$ cat src/design/dtc_map.svh
// register indices, field positions, reset values and counts of the timers
`ifndef DTC_MAP_SVH
`define DTC_MAP_SVH

// register index; byte address is four times the index
`define DTC_IDX_TIMER_CONTROL     8'h88
`define DTC_IDX_TIMER_MODE        8'h89
`define DTC_IDX_COUNTER0_LOW      8'h8a
`define DTC_IDX_COUNTER1_LOW      8'h8b
`define DTC_IDX_COUNTER0_HIGH     8'h8c
`define DTC_IDX_COUNTER1_HIGH     8'h8d
`define DTC_IDX_IRQ_STATUS        8'h90
`define DTC_IDX_IRQ_MASK          8'h91

// timer_control fields
`define DTC_TC_OVF1               7
`define DTC_TC_RUN1               6
`define DTC_TC_OVF0               5
`define DTC_TC_RUN0               4
`define DTC_TC_PEND1              3
`define DTC_TC_TYPE1              2
`define DTC_TC_PEND0              1
`define DTC_TC_TYPE0              0

// timer_mode fields, timer 1 in the upper nibble
`define DTC_TM_GATE               3
`define DTC_TM_CT                 2
`define DTC_TM_HI                 1
`define DTC_TM_LO                 0
`define DTC_TM_T1_BASE            4

// irq_status and irq_mask fields
`define DTC_IS_OVF0               0
`define DTC_IS_OVF1               1
`define DTC_IS_EXT0               2
`define DTC_IS_EXT1               3

`define DTC_RST_BYTE              8'h00
`define DTC_RST_IRQ               4'h0

// oscillator clocks per internal count
`define DTC_PRESCALE_DIV          12

`endif

$ cat src/design/dtc_pkg.sv
// types shared by the dual timer/counter block
package dtc_pkg;

	typedef enum logic [1:0] {
		DTC_MODE_PRESC,
		DTC_MODE_FULL,
		DTC_MODE_RELOAD,
		DTC_MODE_SPLIT
	} dtc_mode_t;

	typedef struct packed {
		logic [1:0] ext_irq_pin;
		logic [1:0] count_input_pin;
	} dtc_pins_t;

	typedef struct packed {
		logic [1:0] timer;
		logic [1:0] ext;
	} dtc_ack_t;

	typedef struct packed {
		logic       carry;
		logic [7:0] high;
		logic [7:0] low;
	} dtc_cnt_t;

endpackage : dtc_pkg

$ cat src/design/dtc_sync.sv
// three-stage input synchroniser with agreement filter
`timescale 1ns/1ps
module dtc_sync #(
	parameter int         WIDTH     = 1,
	parameter logic [0:0] RESET_VAL = 1'b1
) (
	input  wire logic             pclk,
	input  wire logic             presetn,
	input  wire logic             ce,
	input  wire logic [WIDTH-1:0] d,
	output logic      [WIDTH-1:0] q
);
	logic [WIDTH-1:0] s1_reg, s2_reg, s3_reg, q_reg;
	logic [WIDTH-1:0] q_next;

	// the level moves only once stages two and three agree
	always_comb begin
		q_next = q_reg;
		for (int i = 0; i < WIDTH; i++) begin
			if (s2_reg[i] == s3_reg[i]) begin
				q_next[i] = s3_reg[i];
			end
		end
	end

	always_ff @(posedge pclk or negedge presetn) begin
		if (!presetn) begin
			s1_reg <= {WIDTH{RESET_VAL}};
			s2_reg <= {WIDTH{RESET_VAL}};
			s3_reg <= {WIDTH{RESET_VAL}};
			q_reg  <= {WIDTH{RESET_VAL}};
		end else if (ce) begin
			s1_reg <= d;
			s2_reg <= s1_reg;
			s3_reg <= s2_reg;
			q_reg  <= q_next;
		end
	end

	assign q = q_reg;
endmodule : dtc_sync

$ cat src/design/dtc_top.sv
// dual 16-bit timer/counter with external interrupt detection, APB slave
`timescale 1ns/1ps
`include "dtc_map.svh"
module dtc_top #(
	parameter int ADDR_W = 12
) (
	input  wire logic              pclk,
	input  wire logic              presetn,
	input  wire logic              ce,
	input  wire logic              psel,
	input  wire logic              penable,
	input  wire logic              pwrite,
	input  wire logic [ADDR_W-1:0] paddr,
	input  wire logic [31:0]       pwdata,
	output logic      [31:0]       prdata,
	output logic                   pready,
	output logic                   pslverr,
	input  wire dtc_pkg::dtc_pins_t pins,
	input  wire dtc_pkg::dtc_ack_t  ack,
	output logic                   irq
);
	import dtc_pkg::*;

	logic [7:0]  timer_control_reg, timer_control_next, timer_mode_reg, timer_mode_next;
	logic [7:0]  tl0_reg, tl0_next, th0_reg, th0_next;
	logic [7:0]  tl1_reg, tl1_next, th1_reg, th1_next;
	logic [3:0]  st_reg, st_next, mask_reg, mask_next;
	logic [31:0] prdata_reg, prdata_next;
	logic [3:0]  presc_reg, presc_next;
	logic [3:0]  pin_prev_reg, pin_prev_next;
	logic [3:0]  pin_f;
	logic [7:0]  idx;
	logic        acc, wr, hit;
	logic        wr_timer_control, wr_timer_mode, wr_tl0, wr_th0, wr_tl1, wr_th1;
	logic        presc_tick;
	logic [1:0]  x_lvl, c_lvl, x_fall, c_fall;
	logic [3:0]  tm0, tm1;
	dtc_mode_t   mode0, mode1;
	logic        run0, run1, inc0, inc1, inc0_hi;
	dtc_cnt_t    step0, step1, step0_hi;
	logic        carry0, carry1;
	logic [1:0]  pend_set;
	logic [3:0]  evt;
	logic [31:0] rd_mux;

	// pins: {ext1, ext0, count1, count0}
	dtc_sync #(
		.WIDTH     (4),
		.RESET_VAL (1'b1)
	) u_sync (
		.pclk    (pclk),
		.presetn (presetn),
		.ce      (ce),
		.d       ({pins.ext_irq_pin, pins.count_input_pin}),
		.q       (pin_f)
	);

	assign x_lvl  = pin_f[3:2];
	assign c_lvl  = pin_f[1:0];
	assign x_fall = pin_prev_reg[3:2] & ~x_lvl;
	assign c_fall = pin_prev_reg[1:0] & ~c_lvl;

	// one counting step of a timer in modes 00, 01, 10 and 11
	function automatic dtc_cnt_t step(input dtc_mode_t m, input logic [7:0] lo,
			input logic [7:0] hi, input logic inc);
		dtc_cnt_t r;
		logic [12:0] p13;
		r = '{carry: 1'b0, high: hi, low: lo};
		p13 = {hi, lo[4:0]} + 13'h0001;
		if (inc) begin
			case (m)
			DTC_MODE_PRESC: begin
				r.carry = &{hi, lo[4:0]};
				r.high  = p13[12:5];
				r.low   = {lo[7:5], p13[4:0]};
			end
			DTC_MODE_FULL: begin
				r.carry = &{hi, lo};
				{r.high, r.low} = {hi, lo} + 16'h0001;
			end
			DTC_MODE_RELOAD: begin
				r.carry = &lo;
				r.low   = (&lo) ? hi : lo + 8'h01;
			end
			default: begin
				r.carry = &lo;
				r.low   = lo + 8'h01;
			end
			endcase
		end
		return r;
	endfunction : step

	// bus decode; pready follows ce so frozen cycles stall the master
	assign idx     = paddr[9:2];
	assign acc     = psel & penable;
	assign wr      = acc & pwrite & ce;
	assign hit     = (paddr[1:0] == 2'b00) && ((idx >= `DTC_IDX_TIMER_CONTROL
			&& idx <= `DTC_IDX_COUNTER1_HIGH) || idx == `DTC_IDX_IRQ_STATUS
			|| idx == `DTC_IDX_IRQ_MASK);
	assign pready  = ce;
	assign pslverr = acc & ~hit;
	assign wr_timer_control = wr && idx == `DTC_IDX_TIMER_CONTROL;
	assign wr_timer_mode = wr && idx == `DTC_IDX_TIMER_MODE;
	assign wr_tl0  = wr && idx == `DTC_IDX_COUNTER0_LOW;
	assign wr_th0  = wr && idx == `DTC_IDX_COUNTER0_HIGH;
	assign wr_tl1  = wr && idx == `DTC_IDX_COUNTER1_LOW;
	assign wr_th1  = wr && idx == `DTC_IDX_COUNTER1_HIGH;

	// counting conditions
	assign tm0   = timer_mode_reg[3:0];
	assign tm1   = timer_mode_reg[7:4];
	assign mode0 = dtc_mode_t'(tm0[`DTC_TM_HI:`DTC_TM_LO]);
	assign mode1 = dtc_mode_t'(tm1[`DTC_TM_HI:`DTC_TM_LO]);
	assign presc_tick = (presc_reg == 4'(`DTC_PRESCALE_DIV - 1));
	assign run0  = timer_control_reg[`DTC_TC_RUN0]
			& (~tm0[`DTC_TM_GATE] | x_lvl[0]);
	assign run1  = timer_control_reg[`DTC_TC_RUN1]
			& (~tm1[`DTC_TM_GATE] | x_lvl[1]);
	assign inc0  = run0 & (tm0[`DTC_TM_CT] ? c_fall[0] : presc_tick);
	assign inc1  = run1 & (tm1[`DTC_TM_CT] ? c_fall[1] : presc_tick)
			& (mode1 != DTC_MODE_SPLIT);
	// in split mode the high byte of counter 0 borrows run control 1
	assign inc0_hi = timer_control_reg[`DTC_TC_RUN1] & presc_tick;
	assign step0    = step(mode0, tl0_reg, th0_reg, inc0);
	assign step0_hi = step(DTC_MODE_SPLIT, th0_reg, 8'h00, inc0_hi);
	assign step1    = step(mode1, tl1_reg, th1_reg, inc1);
	assign carry0 = step0.carry;
	assign carry1 = (mode0 == DTC_MODE_SPLIT) ? step0_hi.carry
			: step1.carry;

	always_comb begin
		presc_next = presc_tick ? 4'h0 : presc_reg + 4'h1;
		pin_prev_next = pin_f;
		timer_mode_next = wr_timer_mode ? pwdata[7:0] : timer_mode_reg;
		tl0_next = wr_tl0 ? pwdata[7:0] : step0.low;
		th0_next = wr_th0 ? pwdata[7:0]
				: (mode0 == DTC_MODE_SPLIT) ? step0_hi.low : step0.high;
		tl1_next = wr_tl1 ? pwdata[7:0] : step1.low;
		th1_next = wr_th1 ? pwdata[7:0] : step1.high;
	end

	// timer_control: run and type bits plain, flags set wins over clear
	always_comb begin
		timer_control_next = wr_timer_control ? pwdata[7:0] : timer_control_reg;
		if (ack.timer[0]) timer_control_next[`DTC_TC_OVF0] = 1'b0;
		if (ack.timer[1]) timer_control_next[`DTC_TC_OVF1] = 1'b0;
		if (carry0) timer_control_next[`DTC_TC_OVF0] = 1'b1;
		if (carry1) timer_control_next[`DTC_TC_OVF1] = 1'b1;
		pend_set = 2'b00;
		for (int i = 0; i < 2; i++) begin
			if (timer_control_reg[`DTC_TC_TYPE0 + 2 * i]) begin
				if (ack.ext[i]) timer_control_next[`DTC_TC_PEND0 + 2 * i] = 1'b0;
				pend_set[i] = x_fall[i];
				if (x_fall[i]) timer_control_next[`DTC_TC_PEND0 + 2 * i] = 1'b1;
			end else begin
				pend_set[i] = ~x_lvl[i] & ~timer_control_reg[`DTC_TC_PEND0 + 2 * i];
				timer_control_next[`DTC_TC_PEND0 + 2 * i] = ~x_lvl[i];
			end
		end
	end

	// sticky status, write one to clear, events win
	always_comb begin
		evt = '0;
		evt[`DTC_IS_OVF0] = carry0;
		evt[`DTC_IS_OVF1] = carry1;
		evt[`DTC_IS_EXT0] = pend_set[0];
		evt[`DTC_IS_EXT1] = pend_set[1];
		st_next = st_reg;
		if (wr && idx == `DTC_IDX_IRQ_STATUS) st_next = st_reg & ~pwdata[3:0];
		st_next = st_next | evt;
		mask_next = (wr && idx == `DTC_IDX_IRQ_MASK) ? pwdata[3:0] : mask_reg;
	end

	// read data is refreshed every cycle with ce high of a selected read transfer
	always_comb begin
		case (idx)
		`DTC_IDX_TIMER_CONTROL: rd_mux = {24'h000000, timer_control_reg};
		`DTC_IDX_TIMER_MODE:    rd_mux = {24'h000000, timer_mode_reg};
		`DTC_IDX_COUNTER0_LOW:  rd_mux = {24'h000000, tl0_reg};
		`DTC_IDX_COUNTER1_LOW:  rd_mux = {24'h000000, tl1_reg};
		`DTC_IDX_COUNTER0_HIGH: rd_mux = {24'h000000, th0_reg};
		`DTC_IDX_COUNTER1_HIGH: rd_mux = {24'h000000, th1_reg};
		`DTC_IDX_IRQ_STATUS:    rd_mux = {28'h0000000, st_reg};
		`DTC_IDX_IRQ_MASK:      rd_mux = {28'h0000000, mask_reg};
		default:                rd_mux = 32'h00000000;
		endcase
		if (paddr[1:0] != 2'b00) rd_mux = 32'h00000000;
		prdata_next = (psel && !pwrite) ? rd_mux : prdata_reg;
	end

	always_ff @(posedge pclk or negedge presetn) begin
		if (!presetn) begin
			timer_control_reg     <= `DTC_RST_BYTE;
			timer_mode_reg     <= `DTC_RST_BYTE;
			tl0_reg      <= `DTC_RST_BYTE;
			th0_reg      <= `DTC_RST_BYTE;
			tl1_reg      <= `DTC_RST_BYTE;
			th1_reg      <= `DTC_RST_BYTE;
			st_reg       <= `DTC_RST_IRQ;
			mask_reg     <= `DTC_RST_IRQ;
			presc_reg    <= 4'h0;
			pin_prev_reg <= 4'hf;
			prdata_reg   <= 32'h00000000;
		end else if (ce) begin
			timer_control_reg     <= timer_control_next;
			timer_mode_reg     <= timer_mode_next;
			tl0_reg      <= tl0_next;
			th0_reg      <= th0_next;
			tl1_reg      <= tl1_next;
			th1_reg      <= th1_next;
			st_reg       <= st_next;
			mask_reg     <= mask_next;
			presc_reg    <= presc_next;
			pin_prev_reg <= pin_prev_next;
			prdata_reg   <= prdata_next;
		end
	end

	assign prdata = prdata_reg;
	assign irq    = |(st_reg & mask_reg);

	logic no_cnt_wr, no_cnt1_wr;
	assign no_cnt_wr  = !(wr_tl0 || wr_th0 || wr_timer_mode);
	assign no_cnt1_wr = !(wr_tl1 || wr_th1 || wr_timer_mode);
endmodule : dtc_top

$ cat config.mk
export PLATFORM = sky130hd
export DESIGN_NAME = dtc_top
export DESIGN_NICKNAME = d
export VERILOG_FILES = /design/src/design/dtc_pkg.sv /design/src/design/dtc_sync.sv /design/src/design/dtc_top.sv
export VERILOG_INCLUDE_DIRS = /design/src /design/src/design
export SDC_FILE = /design/constraint.sdc
export NUM_CORES = 1
export LEC_CHECK = 0
export BUFFER_PORTS_ARGS = -buffer_cell sky130_fd_sc_hd__buf_2
export CAP_MARGIN = 20
export CORE_UTILIZATION = 45
export CTS_CLUSTER_DIAMETER = 30
export DETAILED_ROUTE_END_ITERATION = 6
export GPL_ROUTABILITY_DRIVEN = 0
export PLACE_DENSITY = 0.66
export SLEW_MARGIN = 25
export SYNTH_ARGS = -nofsm -noshare
export SYNTH_HDL_FRONTEND = slang
export SYNTH_SLANG_ARGS = --single-unit
export TNS_END_PERCENT = 100
$ cat constraint.sdc
create_clock -name pclk -period 2.26 [get_ports pclk]
set_input_delay 0.226 -clock pclk [delete_from_list [all_inputs] [get_ports pclk]]
set_output_delay 0.226 -clock pclk [all_outputs]
set_load 0.005 [all_outputs]
==> summary.md, run 1 <==
| Metric | Value |
|---|---|
| Fin nets | `802` |
| Slew @ Worst Pin | `0.540 ns` |
| Startpoint types | `input port` |
| Vias in the first global route | `5198` |
| WL met3 | `1.53 mm` |
| Fillers | `1202` |
| Post-synth top flop | `dfrtp_1` |
| RSZ-0062 raised after global routing | `no` |
| Initial core utilization | `46.2%` |
| Commonest non-fill, non-tap cell in the layout | `nand2_1` |
| CTS tree | `yes` |
| Maximum vdd drop | `0.490 mV` |
| Max cap viols | `0` |
| Leakage power | `0.00281 µW` |
| Final Max Tran Viols | `0` |
| Synth Warn # | `0` |
| Root Driver | `clkbuf_16` |
| Hold WC Path Type | `in2reg` |
| Clock sinks | `88` |
| Post-synth EDFFs | `0` |
| Final hold vios | `0` |
| Routed vias/inst | `6.05` |
| Drt drc | `0` |
| Final Setup Violations | `0` |
| Die Width | `116 µm` |
| Post-Syn Area | `5830 µm²` |
| Post-CTS Setup Bufs | `0` |
| Core Rows | `41` |
| Yosys reg bits | `88` |
| First-pass GRT wire length | `28.1 mm` |
| Largest net degree at the start of global routing | `56` |
| Final setup margin | `0.102 ns` |
| Worst EP arrival | `1.93 ns` |
| Mapped Cells | `676` |
| Final HPWL DP | `12.9 mm` |
| Pre-antenna DRT Iters | `5` |
| Final Non-Filler Cells | `917` |
| F_max | `463 MHz` |
| Die area | `13400 µm²` |
| Ratio of cells with drive above 1 in the final layout | `24.2%` |
| # IOs | `93` |
| Multi-input logic area | `3280 µm²` |
| Pre-CTS setup slack | `0.00750 ns` |
| Initial antenna violation count | `0` |
| Skew final | `0.00839 ns` |
| Clk_lat worst skew | `0.36 ns` |
| Setup TNS | `0 ns` |
| CP required | `2.03 ns` |
| Placed Cells | `900` |
| First DRT Iteration DRCs | `435` |
| Via count | `5547` |
| Met2 Routed Length | `7.75 mm` |
| Area grow syn2layout | `15.6%` |
| Clock transition at the registers of the reported paths | `0.07 ns` |
| Drt total wl | `17.7 mm` |
| CP Max Fanout | `5` |
| Fin area | `6740 µm²` |
| Crit. End Element | `primary output` |
| GR Overflow Total | `0` |
| Wire per inst | `19.3 µm` |
| Fin crit period | `2.16 ns` |
| CTS buffer count | `9` |
| Highest routed layer | `met4` |
| # H-tree levels | `3` |
| Post-route ant nets | `0` |
| Tot GR Track Use | `28.0%` |
| Storage cell area | `2230 µm²` |
| Slew HR | `63.9%` |
| Run status | `complete, no violations` |
| PortBufs | `42` |
| Die height | `116 µm` |
| Clk buf depth | `2` |
| Core footprint | `12600 µm²` |
| Final hold slack | `0.0953 ns` |
| Ys async rst share | `100%` |
| Placed cell area | `6400 µm²` |
| Synthesized area per cell | `8.63 µm²` |
| Most frequent cells in the layout | `nand2_1, dfrtp_1, o21ai_0` |
| P per Cell Area | `717 nW/µm²` |
| Period utilization | `95.5%` |
| Kind of critical path | `in2out` |
| Diodes inserted | `0` |
| Sequential cell area fraction in the yosys report | `38.2%` |
| Netlist cell types | `69` |
| Post-Route M1 WL | `7.66 mm` |
==> power by group <==
group          total (µW)  switching, µW  internal, µW
logic                1050            563           487
clock network        1600            698           903
registers            2180            304          1880
==> worst paths after layout <==
| kind | startpoint | to | slack (ns) | cells past startpoint |
|---|---|---|---|---|
| worst min register to register | prdata[2] | prdata[2] | 0.48 | 2 |
| worst max register to register | presc_reg[0] | tl1_reg[5] | 0.12 | 8 |
| min in group asynchronous | presetn | th0_reg[6] | 0.37 | 2 |
| worst max-delay path | paddr[7] | pslverr | 0.10 | 8 |
| worst min-delay path | pins[2] | u_sync.s1_reg[2] | 0.1 | 2 |
| max in group asynchronous | presetn | u_sync.s3_reg[2] | 1.19 | 3 |
==> kinds of logic after synthesis <==
group	Yosys count	synth area share [%]
AND/OR/NAND/NOR	239	20.6
AO/OA/AOI/OAI	202	21.9
flip-flops	88	38.2
buffers and inverters	86	7.27
multiplexers	47	9.76
XOR/XNOR	9	1.35
adder cells (fa/ha/maj)	4	0.858
other	1	0.0643
==> final cells by class <==
class	count	area share [%]
timing repair buffer	94	9.17
multi-input combinational	525	48.7
sequential	88	33.0
clock inverter	6	1.10
clock buffer	10	3.55
inverter	22	1.23
tap	172	3.19
==> critical path: stages <==
cell and delay, ns:
buf_2 0.10, or3b_1 0.43, buf_4 0.18, or2_2 0.30, a21o_1 0.17, a211oi_1 0.32
nor2_1 0.08, buf_2 0.13
==> metrics by stage <==
stage	util, %	power, µW
2_1_floorplan	-	2830
3_3_place_gp	50.8	3170
3_5_place_dp	50.8	3230
4_1_cts	53.3	4840
5_1_grt	53.4	5070
6_report	53.4	4830
==> what timing repair did <==
action / CTS / global route
setup endpoints to repair: 1 / 15
resized for setup: 1 / 5
endpoints found under the hold margin: 33 / 0
hold buffers: 1 / 0
==> cell usage after synthesis, types with 7 or more instances <==
cell | n | share of area [%]
xnor2_1 | 7 | 1.1
or2_2 | 7 | 0.75
nor3_1 | 11 | 0.94
dfrtp_1 | 68 | 29
mux2_2 | 29 | 5.6
inv_1 | 22 | 1.4
a21oi_1 | 45 | 3.9
mux2i_1 | 13 | 2.2
a22oi_1 | 11 | 1.4
nand3_1 | 20 | 1.7
dfstp_2 | 20 | 9.0
a31oi_1 | 15 | 1.6
nor2_1 | 55 | 3.5
nand2b_1 | 11 | 1.2
nand4_1 | 11 | 1.2
o21ai_0 | 65 | 5.6
buf_4 | 25 | 3.2
nand2_1 | 76 | 4.9
and3_1 | 8 | 0.86
clkbuf_1 | 29 | 1.9
==> metal layers <==
layer / GRT usage (%) / vias to the layer above
li1: - / 2556
met1: 37.7 / 2636
met2: 42.3 / 297
met3: 5.60 / 58
met4: 15.2 / 0
met5: 0 / -
Note: power is estimated with default switching activity, not from simulation.
==> run 2, diff against run 1 <==
CAP_MARGIN = not set   (was 20)
CTS_BUF_LIST = sky130_fd_sc_hd__clkbuf_8   (was not set)
==> summary.md, run 2 (synthesized netlist as in run 1, its figures left out) <==
| Metric | Value |
|---|---|
| Largest net degree at the start of global routing | `56 (unchanged)` |
| Root Driver | `clkbuf_8 (was clkbuf_16)` |
| Final Setup Violations | `0 (unchanged)` |
| Slew HR | `64.6% (was 63.9%)` |
| Clock sinks | `88 (unchanged)` |
| Final HPWL DP | `12.9 mm (unchanged)` |
| CP peak stage delay | `0.45 ns (was 0.43 ns)` |
| Fin nets | `802 (unchanged)` |
| CTS buffer count | `9 (unchanged)` |
| Drt total wl | `17.5 mm (was 17.7 mm)` |
| Area grow syn2layout | `13.9% (was 15.6%)` |
| F_max | `465 MHz (was 463 MHz)` |
| Post-route ant nets | `0 (unchanged)` |
| First-pass GRT wire length | `27.8 mm (was 28.1 mm)` |
| Slew @ Worst Pin | `0.529 ns (was 0.540 ns)` |
| Most frequent CP cell | `buf_2 (unchanged)` |
| Kind of critical path | `in2out (unchanged)` |
| # H-tree levels | `3 (unchanged)` |
| Tot GR Track Use | `27.7% (was 28.0%)` |
| Fin crit period | `2.15 ns (was 2.16 ns)` |
| Max cap viols | `0 (unchanged)` |
| Leakage power | `0.00276 µW (was 0.00281 µW)` |
| Core Rows | `41 (unchanged)` |
| Initial core utilization | `46.2% (unchanged)` |
| Final Max Tran Viols | `0 (unchanged)` |
| Setup TNS | `0 ns (unchanged)` |
| Run status | `complete, no violations (unchanged)` |
| Drt drc | `0 (unchanged)` |
| Tot Pwr | `4420 µW (was 4830 µW)` |
| Core footprint | `12600 µm² (unchanged)` |
| Via count | `5533 (was 5547)` |
| Final hold vios | `0 (unchanged)` |
| CTS tree | `yes (unchanged)` |
| CP Max Fanout | `5 (unchanged)` |
| Crit. End Element | `primary output (unchanged)` |
| Slowest CP cell | `or3_1 (was or3b_1)` |
| Worst EP arrival | `1.93 ns (about the same)` |
| Period utilization | `95.2% (was 95.5%)` |
| RSZ-0062 raised after global routing | `no (unchanged)` |
| Die height | `116 µm (unchanged)` |
| CP required | `2.03 ns (about the same)` |
| # IOs | `93 (unchanged)` |
| Die area | `13400 µm² (unchanged)` |
| PortBufs | `42 (unchanged)` |
| Ratio of cells with drive above 1 in the final layout | `24.2% (unchanged)` |
| Skew final | `0.0135 ns (was 0.00839 ns)` |
| Diodes inserted | `0 (unchanged)` |
| CP cell instances | `buf_2 -> or3b_1 -> buf_4 -> or3_1 -> a211oi_1 -> nor2_1 -> buf_2 (was buf_2 -> or3b_1 -> buf_4 -> or2_2 -> a21o_1 -> a211oi_1 -> nor2_1 -> buf_2)` |
| Pre-antenna DRT Iters | `5 (unchanged)` |
| Worst path buffer plus inverter count | `3 (unchanged)` |
| P per Cell Area | `666 nW/µm² (was 717 nW/µm²)` |
| Hold WC Path Type | `in2reg (unchanged)` |
| GR Overflow Total | `0 (unchanged)` |
| Clock transition at the registers of the reported paths | `0.09 ns (was 0.07 ns)` |
| First DRT Iteration DRCs | `473 (was 435)` |
| Startpoint types | `input port (unchanged)` |
| CP delay by family, top | `simple AND/OR/NAND/NOR gates (unchanged)` |
| Post-CTS Setup Bufs | `0 (unchanged)` |
| Vias in the first global route | `5216 (was 5198)` |
| Commonest non-fill, non-tap cell in the layout | `nand2_1 (unchanged)` |
| Clk buf depth | `2 (unchanged)` |
| Routed vias/inst | `6.03 (was 6.05)` |
| Fillers | `1213 (was 1202)` |
| Initial antenna violation count | `0 (unchanged)` |
| Clk_lat worst skew | `0.39 ns (was 0.36 ns)` |
| Maximum vdd drop | `0.451 mV (was 0.490 mV)` |
| Wire per inst | `19.1 µm (was 19.3 µm)` |
| Die Width | `116 µm (unchanged)` |
| Most frequent cells in the layout | `nand2_1, dfrtp_1, o21ai_0 (unchanged)` |
run 2: per-layer routing:
metal / part of all wire (%) / track usage, % / wire length (µm) / vias to the layer above
li1: - / - / - / 2559
met1: 43 / 37.3 / 7550 / 2596
met2: 43 / 41.9 / 7550 / 317
met3: 9.4 / 6.01 / 1640 / 61
met4: 4.3 / 14.2 / 746 / 0
met5: 0 / 0 / 0 / -
run 2: worst register-to-register path, stage by stage, from the launching register on:
cell	delay (ns)
dfrtp_1	0.39
ha_1	0.25
nand4bb_1	0.18
a211o_1	0.37
a21o_1	0.29
buf_4	0.18
nor3b_1	0.17
a21oi_1	0.06
o21ai_0	0.17
run 2: final timing paths:
check / startpoint / to / slack, ns / cells after the start
min: pins[2] / u_sync.s1_reg[2] / 0.06 / 2
max: paddr[7] / pslverr / 0.11 / 7
max in group asynchronous: presetn / u_sync.s1_reg[2] / 1.22 / 3
min reg2reg: prdata[2] / prdata[2] / 0.49 / 2
min in group asynchronous: presetn / th0_reg[4] / 0.33 / 2
max reg2reg: presc_reg[0] / th0_reg[0] / 0.11 / 8
run 2: cell type report:
| cell class | count | area, µm² | area share [%] |
|---|---|---|---|
| Multi-Input combinational cell | 525 | 3280 | 49.5 |
| Sequential cell | 88 | 2230 | 33.5 |
| Timing Repair Buffer | 94 | 618 | 9.31 |
| Tap cell | 172 | 215 | 3.24 |
| Clock buffer | 10 | 138 | 2.07 |
| Inverter | 22 | 82.6 | 1.24 |
| Clock inverter | 6 | 73.8 | 1.11 |
run 2: repair_timing:
item,4_1_cts,5_1_grt
endpoints found under the setup margin,1,15
gates resized for setup,1,5
endpoints found under the hold margin,33,0
hold buffers,1,0
run 2: per-stage QoR:
stage / cell area [µm²] / utilization (%) / std cells / hold slack, ns / setup WS (ns)
floorplan: 5920 / - / 699 / -0.0696 / 0.162
global placement: 6400 / 50.8 / 900 / 0.208 / 0.0537
detailed placement: 6400 / 50.8 / 900 / 0.216 / 0.00750
CTS: 6630 / 52.5 / 917 / 0.0530 / 0.0466
global route: 6640 / 52.6 / 917 / 0.0521 / 0.00209
finish: 6640 / 52.6 / 917 / 0.0629 / 0.108
run 2: power breakdown:
group	internal [µW]	switching (µW)	total, µW
registers	1870	300	2170
clock network	556	646	1200
logic	487	560	1050
==> run 3, diff against run 2 <==
REMOVE_ABC_BUFFERS = 1   (was not set)
==> summary.md, run 3 (synthesized netlist as in run 1, its figures left out) <==
| Metric | Value |
|---|---|
| PortBufs | `42 (unchanged)` |
| Fillers | `1179 (was 1213)` |
| First-pass GRT wire length | `28.0 mm (was 27.8 mm)` |
| Fin nets | `800 (was 802)` |
| GR Overflow Total | `0 (unchanged)` |
| Final hold vios | `0 (unchanged)` |
| Wire per inst | `19.3 µm (was 19.1 µm)` |
| Initial antenna violation count | `0 (unchanged)` |
| Period utilization | `96.6% (was 95.2%)` |
| Pre-antenna DRT Iters | `7 (was 5)` |
| Kind of critical path | `reg2reg (was in2out)` |
| Maximum vdd drop | `0.587 mV (was 0.451 mV)` |
| Die Width | `116 µm (unchanged)` |
| Storage cell area | `2230 µm² (unchanged)` |
| Core footprint | `12600 µm² (unchanged)` |
| Final HPWL DP | `12.9 mm (about the same)` |
| Routed vias/inst | `6.12 (was 6.03)` |
| Skew final | `0.0117 ns (was 0.0135 ns)` |
| Via count | `5598 (was 5533)` |
| Clock sinks | `88 (unchanged)` |
| Core Rows | `41 (unchanged)` |
| Run status | `complete, no violations (unchanged)` |
| Die height | `116 µm (unchanged)` |
| Clock transition at the registers of the reported paths | `0.09 ns (about the same)` |
| F_max | `458 MHz (was 465 MHz)` |
| Vias in the first global route | `5148 (was 5216)` |
| # IOs | `93 (unchanged)` |
| Clk_lat worst skew | `0.38 ns (was 0.39 ns)` |
| Max cap viols | `0 (unchanged)` |
| Worst EP arrival | `2.50 ns (was 1.93 ns)` |
| Final Setup Violations | `0 (unchanged)` |
| P per Cell Area | `653 nW/µm² (was 666 nW/µm²)` |
| Fin crit period | `2.18 ns (was 2.15 ns)` |
| Post-route ant nets | `0 (unchanged)` |
| Largest net degree at the start of global routing | `64 (was 56)` |
| Final Max Tran Viols | `0 (unchanged)` |
| Post-CTS Setup Bufs | `0 (unchanged)` |
| CP required | `2.58 ns (was 2.03 ns)` |
| Drt total wl | `17.7 mm (was 17.5 mm)` |
| Tot GR Track Use | `28.0% (was 27.7%)` |
| Initial core utilization | `46.2% (unchanged)` |
| Ratio of cells with drive above 1 in the final layout | `24.4% (was 24.2%)` |
| CTS tree | `yes (unchanged)` |
| Area grow syn2layout | `14.1% (was 13.9%)` |
| Most frequent cells in the layout | `nand2_1, dfrtp_1, o21ai_0 (unchanged)` |
| Pre-CTS setup slack | `-0.0415 ns (was 0.00750 ns)` |
| Drt drc | `0 (unchanged)` |
| Commonest non-fill, non-tap cell in the layout | `nand2_1 (unchanged)` |
| RSZ-0062 raised after global routing | `yes (was no)` |
| CP Max Fanout | `11 (was 5)` |
| Reg2reg path depth | `6 (was 8)` |
| Diodes inserted | `0 (unchanged)` |
| Startpoint types | `flop (was input port)` |
| Crit. End Element | `flop (was primary output)` |
| Die area | `13400 µm² (unchanged)` |
| Root Driver | `clkbuf_8 (unchanged)` |
| # H-tree levels | `3 (unchanged)` |
| Leakage power | `0.00276 µW (about the same)` |
| Clk buf depth | `2 (unchanged)` |
| Min-Delay Path Depth | `2 (unchanged)` |
| Multi-input logic area | `3310 µm² (was 3280 µm²)` |
| Tot Pwr | `4350 µW (was 4420 µW)` |
| Hold WC Path Type | `in2reg (unchanged)` |
| Final setup margin | `0.0779 ns (was 0.108 ns)` |
| First DRT Iteration DRCs | `581 (was 473)` |
| CTS buffer count | `9 (unchanged)` |
run 3: cell count changes in the layout (fill, tap and decap cells not counted), sizes merged:
cell / change
inv: -1
buf: -2
clkbuf: +2
clkinvlp: -1
run 3: layout make-up:
type                    count  share of cell area, %
multi-input cells         525                   49.8
flip-flops and latches     88                   33.5
repair buffers             92                   9.07
well taps                 172                   3.23
clock buffers              12                   2.48
inverters                  22                   1.24
clock inverters             4                  0.677
run 3: per-stage QoR:
step / cell area (µm²) / hold WS (ns) / TNS, ns / instances / util, %
3_5_place_dp: 6390 / 0.161 / -0.0781 / 898 / 50.6
4_1_cts: 6610 / 0.0562 / 0 / 915 / 52.4
3_3_place_gp: 6390 / 0.158 / -0.0170 / 898 / 50.6
6_report: 6650 / 0.0751 / 0 / 915 / 52.7
2_1_floorplan: 5580 / -0.0696 / -7.79 / 635 / -
5_1_grt: 6650 / 0.0691 / -0.0548 / 915 / 52.7
run 3: worst paths after layout:
check	startpoint	to	slack, ns
worst max-delay path	presc_reg[0]	th0_reg[4]	0.08
worst min-delay path	pins[3]	u_sync.s1_reg[3]	0.08
worst max register to register	presc_reg[0]	th0_reg[4]	0.08
worst min register to register	prdata[4]	prdata[4]	0.48
max in group asynchronous	presetn	pin_prev_reg[2]	1.31
min in group asynchronous	presetn	st_reg[3]	0.29
run 3: what timing repair did:
action                                 4_1_cts  5_1_grt
endpoints found under the hold margin        8        0
hold buffers                                 1        0
setup endpoints to repair                    1       17
gates resized for setup                      1        9
pin swaps                                    0        1
run 3: critical path: stages (launching register included):
cell and delay [ns]:
dfrtp_1 0.39, ha_2 0.23, nand4bb_1 0.20, a211o_1 0.41, a21o_2 0.33, or4_1 0.48, nand3_1 0.09
run 3: routing by layer:
metal  up-vias  track usage, %  routed length, µm
met5         -               0                  0
met3        53            3.77               1510
met4         0            14.3                716
li1       2545               -                  -
met1      2697            39.3               7530
met2       303            42.2               7920
run 3: power breakdown:
group / switching [µW] / internal (µW) / total (µW)
Sequential: 352 / 1870 / 2230
Combinational: 499 / 452 / 951
Clock: 573 / 594 / 1170
